[config.mk]
export PLATFORM = sky130hd
export DESIGN_NAME = emc_ctrl_regs
export DESIGN_NICKNAME = d
export VERILOG_FILES = /design/src/rtl/emc_pkg.sv /design/src/rtl/emc_ctrl_regs.sv
export VERILOG_INCLUDE_DIRS = /design/src /design/src/rtl
export SDC_FILE = /design/constraint.sdc
export NUM_CORES = 1
export LEC_CHECK = 0
export ABC_CLOCK_PERIOD_IN_PS = 5800
export CORE_MARGIN = 5
export CORE_UTILIZATION = 25
export CTS_CLUSTER_SIZE = 8
export DETAILED_ROUTE_END_ITERATION = 12
export DONT_BUFFER_PORTS = 1
export PLACE_DENSITY = 0.39
export SLEW_MARGIN = 20
export SYNTH_ARGS = -nofsm -noshare
export SYNTH_HDL_FRONTEND = slang
export SYNTH_SLANG_ARGS = --single-unit
[constraint.sdc]
create_clock -name clk_sys_in -period 5.8 [get_ports clk_sys_in]
set_input_delay 0.58 -clock clk_sys_in [delete_from_list [all_inputs] [get_ports clk_sys_in]]
set_output_delay 0.58 -clock clk_sys_in [all_outputs]
set_load 0.01 [all_outputs]
[src/rtl/emc_regs_map.svh]
// register offsets, field positions, reset values and the secondary write mask of the control register bank
`ifndef EMC_REGS_MAP_SVH
`define EMC_REGS_MAP_SVH

// offsets present in every bank (5-bit register address)
`define EMC_OFF_PRIMARY_CONTROL   5'h1C
`define EMC_OFF_SECONDARY_CONTROL 5'h1D

// banked offsets, written as {bank[1:0], address[4:0]}
`define EMC_OFF_RD_PTR_LOW        7'h00
`define EMC_OFF_RD_PTR_HIGH       7'h01
`define EMC_OFF_WR_PTR_LOW        7'h02
`define EMC_OFF_WR_PTR_HIGH       7'h03
`define EMC_OFF_DATA_PORT         7'h04
`define EMC_OFF_PACKET_COUNT      7'h29
`define EMC_OFF_MGMT_WR_LOW       7'h40
`define EMC_OFF_MGMT_WR_HIGH      7'h41
`define EMC_OFF_MGMT_RD_LOW       7'h42
`define EMC_OFF_MGMT_RD_HIGH      7'h43
`define EMC_OFF_STATION_ADDR0     7'h60
`define EMC_OFF_SELFTEST_SEED     7'h66
`define EMC_OFF_SELFTEST_CTRL     7'h67
`define EMC_OFF_SELFTEST_CS_LOW   7'h68
`define EMC_OFF_SELFTEST_CS_HIGH  7'h69
`define EMC_OFF_MGMT_STATUS       7'h6A
`define EMC_OFF_REVISION          7'h6B
`define EMC_OFF_CLOCK_OUT         7'h6C
`define EMC_OFF_FLOW_CONTROL      7'h6D
`define EMC_OFF_PAUSE_LOW         7'h6E
`define EMC_OFF_PAUSE_HIGH        7'h6F
`define EMC_OFF_CLOCK_STATUS      7'h70

// field positions
`define EMC_BIT_AUTO_INC          7
`define EMC_BIT_PKT_DEC           6
`define EMC_BIT_POWER_SAVE        5
`define EMC_BIT_REG_LOW_CURRENT   3

// reset values and the secondary write mask
`define EMC_RST_PRIMARY           8'h00
`define EMC_RST_SECONDARY         8'h80
`define EMC_RST_CLOCK_OUT         3'h4
`define EMC_RST_PAUSE             16'h1000
`define EMC_MASK_SECONDARY        8'hE8

`endif

[src/rtl/emc_pkg.sv]
// types shared by the control register bank
package emc_pkg;
    typedef struct packed {
        logic       tx_reset;
        logic       rx_reset;
        logic       dma_busy;
        logic       dma_checksum;
        logic       tx_request;
        logic       rx_enable;
        logic [1:0] bank_select;
    } emc_primary_s;

    typedef struct packed {
        logic       wr;
        logic       rd;
        logic [4:0] addr;
        logic [7:0] wdata;
    } emc_req_s;
endpackage

[src/rtl/emc_ctrl_regs.sv]
// main control and status register bank of the ethernet controller
//
// Operation
// RULE1 - primary bit 7 set holds transmit logic in reset
// RULE2 - primary bit 6 set holds receive logic in reset
// RULE3 - primary bit 5 reads one while a dma operation runs
// RULE4 - primary bit 4 picks checksum (1) or copy (0) dma mode
// RULE5 - primary bit 3 reads one while transmit logic sends a packet
// RULE6 - primary bit 2 set lets filtered packets in, clear drops all
// RULE7 - primary bits 1-0 select register bank 0 to 3
// RULE8 - secondary bit 7 makes data port accesses advance buffer pointers
// RULE9 - writing one to secondary bit 6 lowers packet counter by one
// RULE10 - secondary bit 6 clears itself and reads back zero
// RULE11 - secondary bit 5 puts mac, phy and control logic to sleep
// RULE12 - secondary bit 3 lowers regulator current only during power save
// RULE13 - software writes zero to secondary bit 4
// RULE14 - secondary bits 2-0 always read zero
// RULE15 - clock-out control loads 100 at power-on, kept on other resets
// RULE16 - clock-ready flag clears at power-on, other resets leave it
// RULE17 - revision register is read-only
// RULE18 - host leaves receive buffer bounds alone while reception is on
// RULE19 - primary resets to zero, secondary to auto-increment only
// RULE20 - dma busy and transmit request clear when their engines finish
`timescale 1ns/1ps
`include "emc_regs_map.svh"

module emc_ctrl_regs
    import emc_pkg::*;
#(
    parameter logic [4:0] REVISION_ID = 5'h01  // arbitrary value
) (
    // clock and resets
    input  wire logic        clk_sys_in,
    input  wire logic        rst_in,
    input  wire logic        soft_reset_in,
    // register access port
    input  wire emc_req_s    req_in,
    output logic [7:0]       reg_rdata_out,
    // buffer data port
    input  wire logic [7:0]  buffer_rdata_in,
    output logic             buffer_rd_out,
    output logic             buffer_wr_out,
    output logic [7:0]       buffer_wdata_out,
    output logic [12:0]      buffer_read_pointer_out,
    output logic [12:0]      buffer_write_pointer_out,
    // engine status
    input  wire logic        dma_done_in,
    input  wire logic        tx_done_in,
    input  wire logic        rx_packet_in,
    input  wire logic        rx_filter_pass_in,
    input  wire logic        clock_ready_in,
    input  wire logic [7:0]  mgmt_status_in,
    input  wire logic [15:0] mgmt_read_data_in,
    input  wire logic [15:0] selftest_checksum_in,
    input  wire logic        full_duplex_in,
    // engine controls
    output emc_primary_s     primary_out,
    output logic             rx_store_packet_out,
    output logic             power_save_out,
    output logic             regulator_low_current_out,
    output logic [7:0]       pending_packet_counter_out,
    output logic             mgmt_write_start_out,
    output logic [15:0]      mgmt_write_data_out,
    output logic [47:0]      station_address_out,
    output logic [7:0]       selftest_seed_out,
    output logic [7:0]       selftest_control_out,
    output logic [2:0]       clock_out_control_out,
    output logic [1:0]       flow_control_out,
    output logic [15:0]      pause_timer_out,
    output logic             clock_ready_flag_out
);

    emc_primary_s primary_control;
    logic [7:0]   secondary_control;
    logic [6:0]   full_addr;
    logic         wr_common;
    logic         wr_primary;
    logic         wr_secondary;
    logic         pkt_dec;
    logic         auto_inc;
    logic [7:0]   next_rdata;

    // banked address hit on a write or read
    function automatic logic hit(input logic [6:0] addr, input logic [6:0] off);
        return addr == off;
    endfunction

    // the bank field steers every banked access; common offsets ignore it
    assign full_addr    = {primary_control.bank_select, req_in.addr};  // RULE7
    assign wr_common    = req_in.wr;
    assign wr_primary   = wr_common && req_in.addr == `EMC_OFF_PRIMARY_CONTROL;
    assign wr_secondary = wr_common && req_in.addr == `EMC_OFF_SECONDARY_CONTROL;
    assign pkt_dec      = wr_secondary && req_in.wdata[`EMC_BIT_PKT_DEC];  // RULE9
    assign auto_inc     = secondary_control[`EMC_BIT_AUTO_INC];

    // primary control: reset and dma/transmit status, hardware clears win over nothing
    always_ff @(posedge clk_sys_in or posedge rst_in) begin
        if (rst_in) begin
            primary_control <= emc_primary_s'(`EMC_RST_PRIMARY);  // RULE19
        end else if (soft_reset_in) begin
            primary_control <= emc_primary_s'(`EMC_RST_PRIMARY);  // RULE19
        end else begin
            if (wr_primary) begin
                primary_control <= emc_primary_s'(req_in.wdata);
            end
            // completion in the write cycle still clears a busy bit the host did not set anew
            if (dma_done_in && !(wr_primary && req_in.wdata[5])) begin
                primary_control.dma_busy <= 1'b0;  // RULE20 RULE3
            end
            if ((tx_done_in || primary_control.tx_reset) && !(wr_primary && req_in.wdata[3])) begin
                primary_control.tx_request <= 1'b0;  // RULE20 RULE5
            end
        end
    end

    // secondary control: decrement bit never stored, low bits unimplemented
    always_ff @(posedge clk_sys_in or posedge rst_in) begin
        if (rst_in) begin
            secondary_control <= `EMC_RST_SECONDARY;  // RULE19
        end else if (soft_reset_in) begin
            secondary_control <= `EMC_RST_SECONDARY;
        end else if (wr_secondary) begin
            secondary_control <= req_in.wdata & `EMC_MASK_SECONDARY & ~8'h40;  // RULE10 RULE14
        end
    end

    // engine controls; transmit request is cleared by the transmit reset, packet storing gated by the receive reset
    assign primary_out         = primary_control;  // RULE1 RULE2 RULE4
    assign rx_store_packet_out = rx_packet_in && rx_filter_pass_in && primary_control.rx_enable
                                 && !primary_control.rx_reset;  // RULE6 RULE2
    assign power_save_out      = secondary_control[`EMC_BIT_POWER_SAVE];  // RULE11
    assign regulator_low_current_out = secondary_control[`EMC_BIT_POWER_SAVE]
                                       && secondary_control[`EMC_BIT_REG_LOW_CURRENT];  // RULE12

    // pending packet counter: an arrival and a decrement together cancel out
    always_ff @(posedge clk_sys_in or posedge rst_in) begin
        if (rst_in) begin
            pending_packet_counter_out <= 8'h00;
        end else if (soft_reset_in) begin
            pending_packet_counter_out <= 8'h00;
        end else if (rx_store_packet_out && !pkt_dec) begin
            if (pending_packet_counter_out != 8'hFF) begin
                pending_packet_counter_out <= pending_packet_counter_out + 8'h01;
            end
        end else if (pkt_dec && !rx_store_packet_out) begin
            if (pending_packet_counter_out != 8'h00) begin
                pending_packet_counter_out <= pending_packet_counter_out - 8'h01;  // RULE9
            end
        end
    end

    // data port strobes; pointers move only with auto-increment on
    assign buffer_rd_out    = req_in.rd && hit(full_addr, `EMC_OFF_DATA_PORT);
    assign buffer_wr_out    = req_in.wr && hit(full_addr, `EMC_OFF_DATA_PORT);
    assign buffer_wdata_out = req_in.wdata;

    // buffer pointers, 13 bits covering the 8 kbyte buffer
    always_ff @(posedge clk_sys_in or posedge rst_in) begin
        if (rst_in) begin
            buffer_read_pointer_out  <= 13'h0000;
            buffer_write_pointer_out <= 13'h0000;
        end else if (soft_reset_in) begin
            buffer_read_pointer_out  <= 13'h0000;
            buffer_write_pointer_out <= 13'h0000;
        end else begin
            if (wr_common && hit(full_addr, `EMC_OFF_RD_PTR_LOW)) begin
                buffer_read_pointer_out[7:0] <= req_in.wdata;
            end else if (wr_common && hit(full_addr, `EMC_OFF_RD_PTR_HIGH)) begin
                buffer_read_pointer_out[12:8] <= req_in.wdata[4:0];
            end else if (buffer_rd_out && auto_inc) begin
                buffer_read_pointer_out <= buffer_read_pointer_out + 13'h0001;  // RULE8
            end
            if (wr_common && hit(full_addr, `EMC_OFF_WR_PTR_LOW)) begin
                buffer_write_pointer_out[7:0] <= req_in.wdata;
            end else if (wr_common && hit(full_addr, `EMC_OFF_WR_PTR_HIGH)) begin
                buffer_write_pointer_out[12:8] <= req_in.wdata[4:0];
            end else if (buffer_wr_out && auto_inc) begin
                buffer_write_pointer_out <= buffer_write_pointer_out + 13'h0001;  // RULE8
            end
        end
    end

    // management write data; a write of the high byte starts the transaction
    always_ff @(posedge clk_sys_in or posedge rst_in) begin
        if (rst_in) begin
            mgmt_write_data_out  <= 16'h0000;
            mgmt_write_start_out <= 1'b0;
        end else if (soft_reset_in) begin
            mgmt_write_data_out  <= 16'h0000;
            mgmt_write_start_out <= 1'b0;
        end else begin
            mgmt_write_start_out <= wr_common && hit(full_addr, `EMC_OFF_MGMT_WR_HIGH);
            if (wr_common && hit(full_addr, `EMC_OFF_MGMT_WR_LOW)) begin
                mgmt_write_data_out[7:0] <= req_in.wdata;
            end
            if (wr_common && hit(full_addr, `EMC_OFF_MGMT_WR_HIGH)) begin
                mgmt_write_data_out[15:8] <= req_in.wdata;
            end
        end
    end

    // station address, self-test, flow control and pause timer settings
    always_ff @(posedge clk_sys_in or posedge rst_in) begin
        if (rst_in) begin
            station_address_out  <= 48'h0;
            selftest_seed_out    <= 8'h00;
            selftest_control_out <= 8'h00;
            flow_control_out     <= 2'h0;
            pause_timer_out      <= `EMC_RST_PAUSE;
        end else if (soft_reset_in) begin
            station_address_out  <= 48'h0;
            selftest_seed_out    <= 8'h00;
            selftest_control_out <= 8'h00;
            flow_control_out     <= 2'h0;
            pause_timer_out      <= `EMC_RST_PAUSE;
        end else if (wr_common) begin
            for (int i = 0; i < 6; i++) begin
                if (hit(full_addr, 7'(`EMC_OFF_STATION_ADDR0 + i))) begin
                    station_address_out[8*(5-i) +: 8] <= req_in.wdata;
                end
            end
            if (hit(full_addr, `EMC_OFF_SELFTEST_SEED)) begin
                selftest_seed_out <= req_in.wdata;
            end
            if (hit(full_addr, `EMC_OFF_SELFTEST_CTRL)) begin
                selftest_control_out <= req_in.wdata;
            end
            if (hit(full_addr, `EMC_OFF_FLOW_CONTROL)) begin
                flow_control_out <= req_in.wdata[1:0];
            end
            if (hit(full_addr, `EMC_OFF_PAUSE_LOW)) begin
                pause_timer_out[7:0] <= req_in.wdata;
            end
            if (hit(full_addr, `EMC_OFF_PAUSE_HIGH)) begin
                pause_timer_out[15:8] <= req_in.wdata;
            end
        end
    end

    // clock-out control survives every reset but power-on
    always_ff @(posedge clk_sys_in or posedge rst_in) begin
        if (rst_in) begin
            clock_out_control_out <= `EMC_RST_CLOCK_OUT;  // RULE15
        end else if (wr_common && hit(full_addr, `EMC_OFF_CLOCK_OUT)) begin
            clock_out_control_out <= req_in.wdata[2:0];
        end
    end

    // clock-ready flag, likewise untouched by the soft reset
    always_ff @(posedge clk_sys_in or posedge rst_in) begin
        if (rst_in) begin
            clock_ready_flag_out <= 1'b0;  // RULE16
        end else if (clock_ready_in) begin
            clock_ready_flag_out <= 1'b1;
        end
    end

    // read mux; the revision has no write path at all
    always_comb begin
        next_rdata = 8'h00;
        if (req_in.addr == `EMC_OFF_PRIMARY_CONTROL) begin
            next_rdata = primary_control;
        end else if (req_in.addr == `EMC_OFF_SECONDARY_CONTROL) begin
            next_rdata = secondary_control;  // RULE14 RULE10
        end else begin
            unique case (full_addr)
                `EMC_OFF_RD_PTR_LOW:       next_rdata = buffer_read_pointer_out[7:0];
                `EMC_OFF_RD_PTR_HIGH:      next_rdata = {3'h0, buffer_read_pointer_out[12:8]};
                `EMC_OFF_WR_PTR_LOW:       next_rdata = buffer_write_pointer_out[7:0];
                `EMC_OFF_WR_PTR_HIGH:      next_rdata = {3'h0, buffer_write_pointer_out[12:8]};
                `EMC_OFF_DATA_PORT:        next_rdata = buffer_rdata_in;
                `EMC_OFF_PACKET_COUNT:     next_rdata = pending_packet_counter_out;
                `EMC_OFF_MGMT_WR_LOW:      next_rdata = mgmt_write_data_out[7:0];
                `EMC_OFF_MGMT_WR_HIGH:     next_rdata = mgmt_write_data_out[15:8];
                `EMC_OFF_MGMT_RD_LOW:      next_rdata = mgmt_read_data_in[7:0];
                `EMC_OFF_MGMT_RD_HIGH:     next_rdata = mgmt_read_data_in[15:8];
                `EMC_OFF_SELFTEST_SEED:    next_rdata = selftest_seed_out;
                `EMC_OFF_SELFTEST_CTRL:    next_rdata = selftest_control_out;
                `EMC_OFF_SELFTEST_CS_LOW:  next_rdata = selftest_checksum_in[7:0];
                `EMC_OFF_SELFTEST_CS_HIGH: next_rdata = selftest_checksum_in[15:8];
                `EMC_OFF_MGMT_STATUS:      next_rdata = {4'h0, mgmt_status_in[3:0]};
                `EMC_OFF_REVISION:         next_rdata = {3'h0, REVISION_ID};  // RULE17
                `EMC_OFF_CLOCK_OUT:        next_rdata = {5'h00, clock_out_control_out};
                `EMC_OFF_FLOW_CONTROL:     next_rdata = {5'h00, full_duplex_in, flow_control_out};
                `EMC_OFF_PAUSE_LOW:        next_rdata = pause_timer_out[7:0];
                `EMC_OFF_PAUSE_HIGH:       next_rdata = pause_timer_out[15:8];
                `EMC_OFF_CLOCK_STATUS:     next_rdata = {7'h00, clock_ready_flag_out};
                default: begin
                    for (int i = 0; i < 6; i++) begin
                        if (hit(full_addr, 7'(`EMC_OFF_STATION_ADDR0 + i))) begin
                            next_rdata = station_address_out[8*(5-i) +: 8];
                        end
                    end
                end
            endcase
        end
    end

    // read data is registered, valid the cycle after the read strobe
    always_ff @(posedge clk_sys_in or posedge rst_in) begin
        if (rst_in) begin
            reg_rdata_out <= 8'h00;
        end else if (req_in.rd) begin
            reg_rdata_out <= next_rdata;
        end
    end
endmodule

Word level (Yosys, flattened, before mapping)
Cells that the tools add are included.
Storage, ports and cells
  output and inout port bits: 166
  ROM bits: 0
  memories: 0
  RAM bits: 0
  bits in latches: 0
  flip-flop bits (word level): 161
Cells by class
  reduce and logical (&&, ||, !) cells: 72
  mux-type cells: 57
  div/mod/pow operators: 0
  shift-type cells: 0
  bitwise logic cells: 0
  multipliers: 0
  add/subtract/negate cells: 4
  order comparisons: 0
  equal/unequal tests: 34
Operator list (count)
  $mux 8: 37
  $pmux 8 s21: 1
  $eq 7x7->1 const B: 21
  $mux 48: 2
  $mux 13: 4
  $mux 16: 3
  $reduce_bool 2->1: 16
  $reduce_and 2->1: 15
  $add 13x1->13 const B: 2
  $logic_and 1x1->1: 24
  $reduce_bool 3->1: 8
  $mux 5: 4
  $eq 7x2->1 const B: 2
  $eq 5x5->1 const B: 2
  $add 8x1->8 const B: 1
  $ne 8x8->1 const B: 1
  $reduce_bool 8->1: 1
  $sub 8x1->8 const B: 1
  $eq 7x1->1 const B: 1
  $eq 7x3->1 const B: 1
  $eq 7x6->1 const B: 1
  $logic_not 7->1: 1
  $mux 2: 3
  $ne 3x3->1 const B: 2
  other kinds (6): 13

Logic depth before layout (Yosys ltp)
  depth after elaboration: 10
  gate-level depth with buffers: 11

Least setup slack after synthesis
Ideal clock, no wire load.
  path type: input to register
  start: in req_in[9] in the netlist's numbering
  end: reg pending_packet_counter_out[7]
  path slack: 2.653 ns
  path buffers: 1
  arrival time: 3.001 ns
  setup time: 0.146 ns
  stages: 10
  path through: buf_2 -> nand4b_1 -> o31ai_1 -> ha_1 -> a211oi_1 -> nor2_1 -> o31ai_1 -> o2bb2ai_1 -> or4_1 -> o311ai_0
On the way
  cells in the longest elaborated chain, start to end: 7
Ends and longest elaborated chain
  from (decl): line emc_ctrl_regs.sv:37  | input wire emc_req_s req_in,
  $eq 5x5->1 (no line) *
  $logic_and 1x1->1 (no line) *
  $logic_and 1x1->1 *: line emc_ctrl_regs.sv:93  | assign pkt_dec = wr_secondary && req_in.wdata[`EMC_BIT_PKT_DEC];
  $logic_not 1->1: line emc_ctrl_regs.sv:141  | end else if (rx_store_packet_out && !pkt_dec) begin
  $logic_and 1x1->1: line emc_ctrl_regs.sv:141
  $ne 3x2->1 (no line) (tied with other cells)
  $reduce_and 3->1 (no line) or $mux 8 (tied branches)
  to (signal assigned): line emc_ctrl_regs.sv:143  | pending_packet_counter_out <= pending_packet_counter_out + 8'h01;
  to (signal assigned): line emc_ctrl_regs.sv:147  | pending_packet_counter_out <= pending_packet_counter_out - 8'h01;
  to (decl): line emc_ctrl_regs.sv:61  | output logic [7:0] pending_packet_counter_out,
Mark *: on every way between the ends. The rest lies on a longest branch, timed or not.
A chain may end at the register's enable or synchronous reset.

Worst setup path in the final report
  start: reg primary_control, in the netlist primary_out[0]
  end: reg selftest_control_out[4]
On the way
  cells in the longest elaborated chain, start to end: 3
Ends and longest elaborated chain
  from (decl): line emc_ctrl_regs.sv:73  | emc_primary_s primary_control;
  from (signal assigned): line emc_ctrl_regs.sv:99  | primary_control <= emc_primary_s'(`EMC_RST_PRIMARY);
  from (signal assigned): line emc_ctrl_regs.sv:101  | primary_control <= emc_primary_s'(`EMC_RST_PRIMARY);
  from (signal assigned): line emc_ctrl_regs.sv:104  | primary_control <= emc_primary_s'(req_in.wdata);
  $eq 7x7->1: line emc_ctrl_regs.sv:85  | return addr == off;
  $reduce_bool 2->1 (no line)
  $reduce_and 2->1 (no line)
  to (signal assigned): line emc_ctrl_regs.sv:226  | selftest_control_out <= req_in.wdata;
  to (decl): line emc_ctrl_regs.sv:66  | output logic [7:0] selftest_control_out,
Every way passes these cells.

==> impl_metrics.py <==
metrics = {
    "status": {
        "outcome": "finished clean",
    },
    "floorplan": {
        "start_util": 0.251,
        "dieWidth_um": 201,
        "ios": 238,
        "die_height_um": 201,
        "rows": 70,
        "core-area_um2": 36400,
        "die_area_um2": 40600,
    },
    "global_route": {
        "antenna_found_initial": 9,
        "grt_pass1_vias": 8071,
        "grt_first_pass_wirelength_um": 62900,
        "grt_start_max_net_pins": 146,
        "grt_util_all_layers": 0.212,
        "grt_overflow_total": 0,
    },
    "setup_path": {
        "r2r-start": "primary_out[0]",
        "cp.arrival_ns": 3.74,
        "startpoint_type": "flip-flop",
        "setup.worst_path.end": "selftest_control_out[4]",
        "crit_type": "flip-flop to flip-flop",
        "critPathCaptureType": "flip-flop",
        "r2r-end": "selftest_control_out[4]",
        "startpoint": "primary_out[0]",
        "path_max_fanout": 16,
        "ff2ff_path_depth": 6,
        "required_ns": 6.11,
        "reg2reg_slack_ns": 2.37,
    },
    "placement": {
        "placed_cell_area_um2": 9440,
        "place.port_buffers": 0,
        "dp_hpwl_um": 31100,
        "gp_congestion": 0.857,
    },
    "power": {
        "power.density_nw_per_um2": 254,
        "cellLeakagePower_nw": 4.00,
        "max-vdd-ir-drop_mv": 0.170,
    },
    "clocking": {
        "post_cts_buffers": 0,
        "cts_max_level": 4,
        "ctsResizeCount": 0,
        "cts_buffers": 17,
        "cts_root_buf": "clkbuf_16",
        "ctsHoldBuffers": 0,
        "clockBufferDepth": 2,
        "cts.reportedPaths.clkPinSlew_ns": 0.06,
        "cts_sinks": 156,
        "tritoncts": "yes",
        "clk_latency_ns": 0.45,
    },
    "sta": {
        "finClkSkew_ns": 0.0111,
        "drv_slew": 0,
        "setup_tns_ns": 0,
        "fmax_mhz": 292,
        "min_period_ns": 3.43,
        "worst_pin_slew_ns": 1.03,
        "relSlewSlack": 0.311,
        "finalCritPeriodShare": 0.591,
        "rsz0062_at_grt": "no",
        "setup_viol_count_final": 0,
        "hold_violations": 0,
    },
    "drt": {
        "wl_per_cell_um": 29.8,
        "ant_nets": 0,
        "drt_iter0_markers": 686,
        "drt_first_pass_iters": 7,
        "via_per_inst": 5.50,
        "drt_wl_total_um": 43800,
        "drc": 0,
        "num_vias": 8092,
    },
    "logic_synthesis": {
        "synthSimpleGateAreaFrac": 0.221,
        "synth_area_um2": 9160,
        "ys_seq_elements": 156,
        "synth_area_per_cell_um2": 8.77,
        "synth_edf_count": 0,
        "synthCells": 1045,
        "async_reset_ff_frac": 1.00,
        "synthMuxAreaShare": 0.107,
        "synth_top_family_by_area": "simple AND/OR/NAND/NOR gates",
        "yosysSeqAreaShare": 0.427,
        "ys.flop_type": "dfrtp_1",
        "ys_warn_count": 0,
        "syn_nets": 1126,
        "synth_compound_gate_area_share": 0.169,
        "synthAdderAreaFrac": 0.0131,
        "synth_xor_area_frac": 0.0134,
        "synth.distinct_cells": 72,
    },
    "layout": {
        "final_common_cell": "dfrtp_1",
        "drive_above_1_share": 0.0731,
        "mostFrequentLayoutCells": "dfrtp_1, nand2_1, nor2_1",
        "filler_cell_count": 3948,
        "final_nets": 1066,
        "area_growth_pct": 10.6,
        "design_area_um2": 10100,
    },
    "min_path": {
        "hp-class": "primary input to async pin",
    },
    "flow_run": {
        "drv_cap": 0,
    },
}
## report_power, final
| part | total (W) | internal [W] | switching, W |
|---|---|---|---|
| Clock | 0.00133 | 0.000831 | 0.000500 |
| Combinational | 0.000118 | 0.0000390 | 0.0000791 |
| Sequential | 0.00112 | 0.00110 | 0.0000229 |
| Total | 0.00257 | 0.00197 | 0.000602 |
## kinds of logic after synthesis
| family | Yosys count |
|---|---|
| AO/OA/AOI/OAI | 243 |
| XOR/XNOR | 14 |
| adder cells (fa/ha/maj) | 9 |
| buffers and inverters | 107 |
| flip-flops | 156 |
| multiplexers | 86 |
| AND/OR/NAND/NOR | 430 |
## per-stage QoR
stage,setup slack (ns),total power [W],hold WS (ns),util,cells
after floorplan,1.02,0.00126,0.519,-,1045
after global placement,2.11,0.00126,0.542,0.259,1434
after detailed placement,2.45,0.00126,0.539,0.259,1434
after global routing,2.19,0.00265,0.0878,0.278,1468
final,2.37,0.00257,0.0474,0.278,1472
after CTS,2.44,0.00260,0.0569,0.278,1466
## critical path, stage by stage, from the launching register on
cell      delay [ns]
dfrtp_1         0.79
nand3b_1        0.41
nor2_2          0.76
nand2_1         0.44
nor2_2          0.57
mux2i_1         0.26
nor2_1          0.06
## layer usage
metal,share of wire,GRT usage,wire length (µm),up-vias
met1,0.40,0.261,17600,4122
met4,0.024,0.0710,1030,6
li1,-,-,-,3635
met2,0.47,0.335,20700,280
met5,0.00078,0,34,-
met3,0.10,0.0928,4400,49
## registers in the layout, indices dropped and copies added (netlist names), 13 cells and up
signal                    count
station_address_out          48
buffer_write_pointer_out     13
mgmt_write_data_out          16
buffer_read_pointer_out      13
pause_timer_out              16
## cell type report
cell class                 instances  area [µm²]  share of cell area
inverter                          20        80.1             0.00790
tap                              468         586              0.0578
timing repair buffer               8        60.1             0.00593
sequential                       156        3910               0.386
clock buffer                      21         460              0.0454
clock inverter                    11         213              0.0210
antenna                            6        15.0             0.00148
multi-input combinational        782        4810               0.475
## worst min path at each step
stage / from / end / cells past startpoint
2_1_floorplan: secondary_control[7] / secondary_control[7] / 2
3_3_place_gp: rst_in / station_address_out[28] / 1
3_5_place_dp: rst_in / station_address_out[28] / 1
4_1_cts: rst_in / station_address_out[28] / 1
5_1_grt: rst_in / station_address_out[28] / 1
6_report: rst_in / station_address_out[28] / 1
## synthesized netlist by cell type, types with 3 or more instances
master / number / share of area
o21ai_0: 35 / 0.019
xor2_1: 7 / 0.0067
mux2_2: 8 / 0.0098
or3_1: 4 / 0.0027
a22o_1: 8 / 0.0076
buf_1: 5 / 0.0020
nand3b_1: 5 / 0.0041
o211ai_1: 6 / 0.0049
o22ai_1: 9 / 0.0061
or4_1: 4 / 0.0033
nor2b_1: 9 / 0.0061
xnor2_1: 7 / 0.0067
and3_1: 13 / 0.0089
a32oi_1: 7 / 0.0067
buf_4: 8 / 0.0066
and4_1: 5 / 0.0048
a31oi_1: 15 / 0.010
a2111oi_0: 3 / 0.0029
o311ai_0: 3 / 0.0029
dfrtp_1: 153 / 0.42
a32o_1: 3 / 0.0033
a21o_1: 6 / 0.0049
dfstp_2: 3 / 0.0086
o21a_1: 4 / 0.0033
nor3b_1: 3 / 0.0025
a21oi_1: 87 / 0.048
clkbuf_1: 55 / 0.023
nor4_1: 6 / 0.0041
nor3_1: 18 / 0.0098
mux2i_1: 69 / 0.075
ha_1: 8 / 0.011
nand2b_1: 9 / 0.0061
buf_2: 19 / 0.010
nor4b_1: 3 / 0.0029
nand3_1: 43 / 0.023
o31ai_1: 7 / 0.0057
nand4_1: 11 / 0.0075
nor2_1: 134 / 0.055
and2_1: 5 / 0.0034
a221oi_1: 3 / 0.0029
a211oi_1: 20 / 0.016
nand2_1: 142 / 0.058
inv_1: 20 / 0.0082
mux4_2: 9 / 0.022
a22oi_1: 7 / 0.0057
Note: power is estimated with default switching activity, not from simulation.
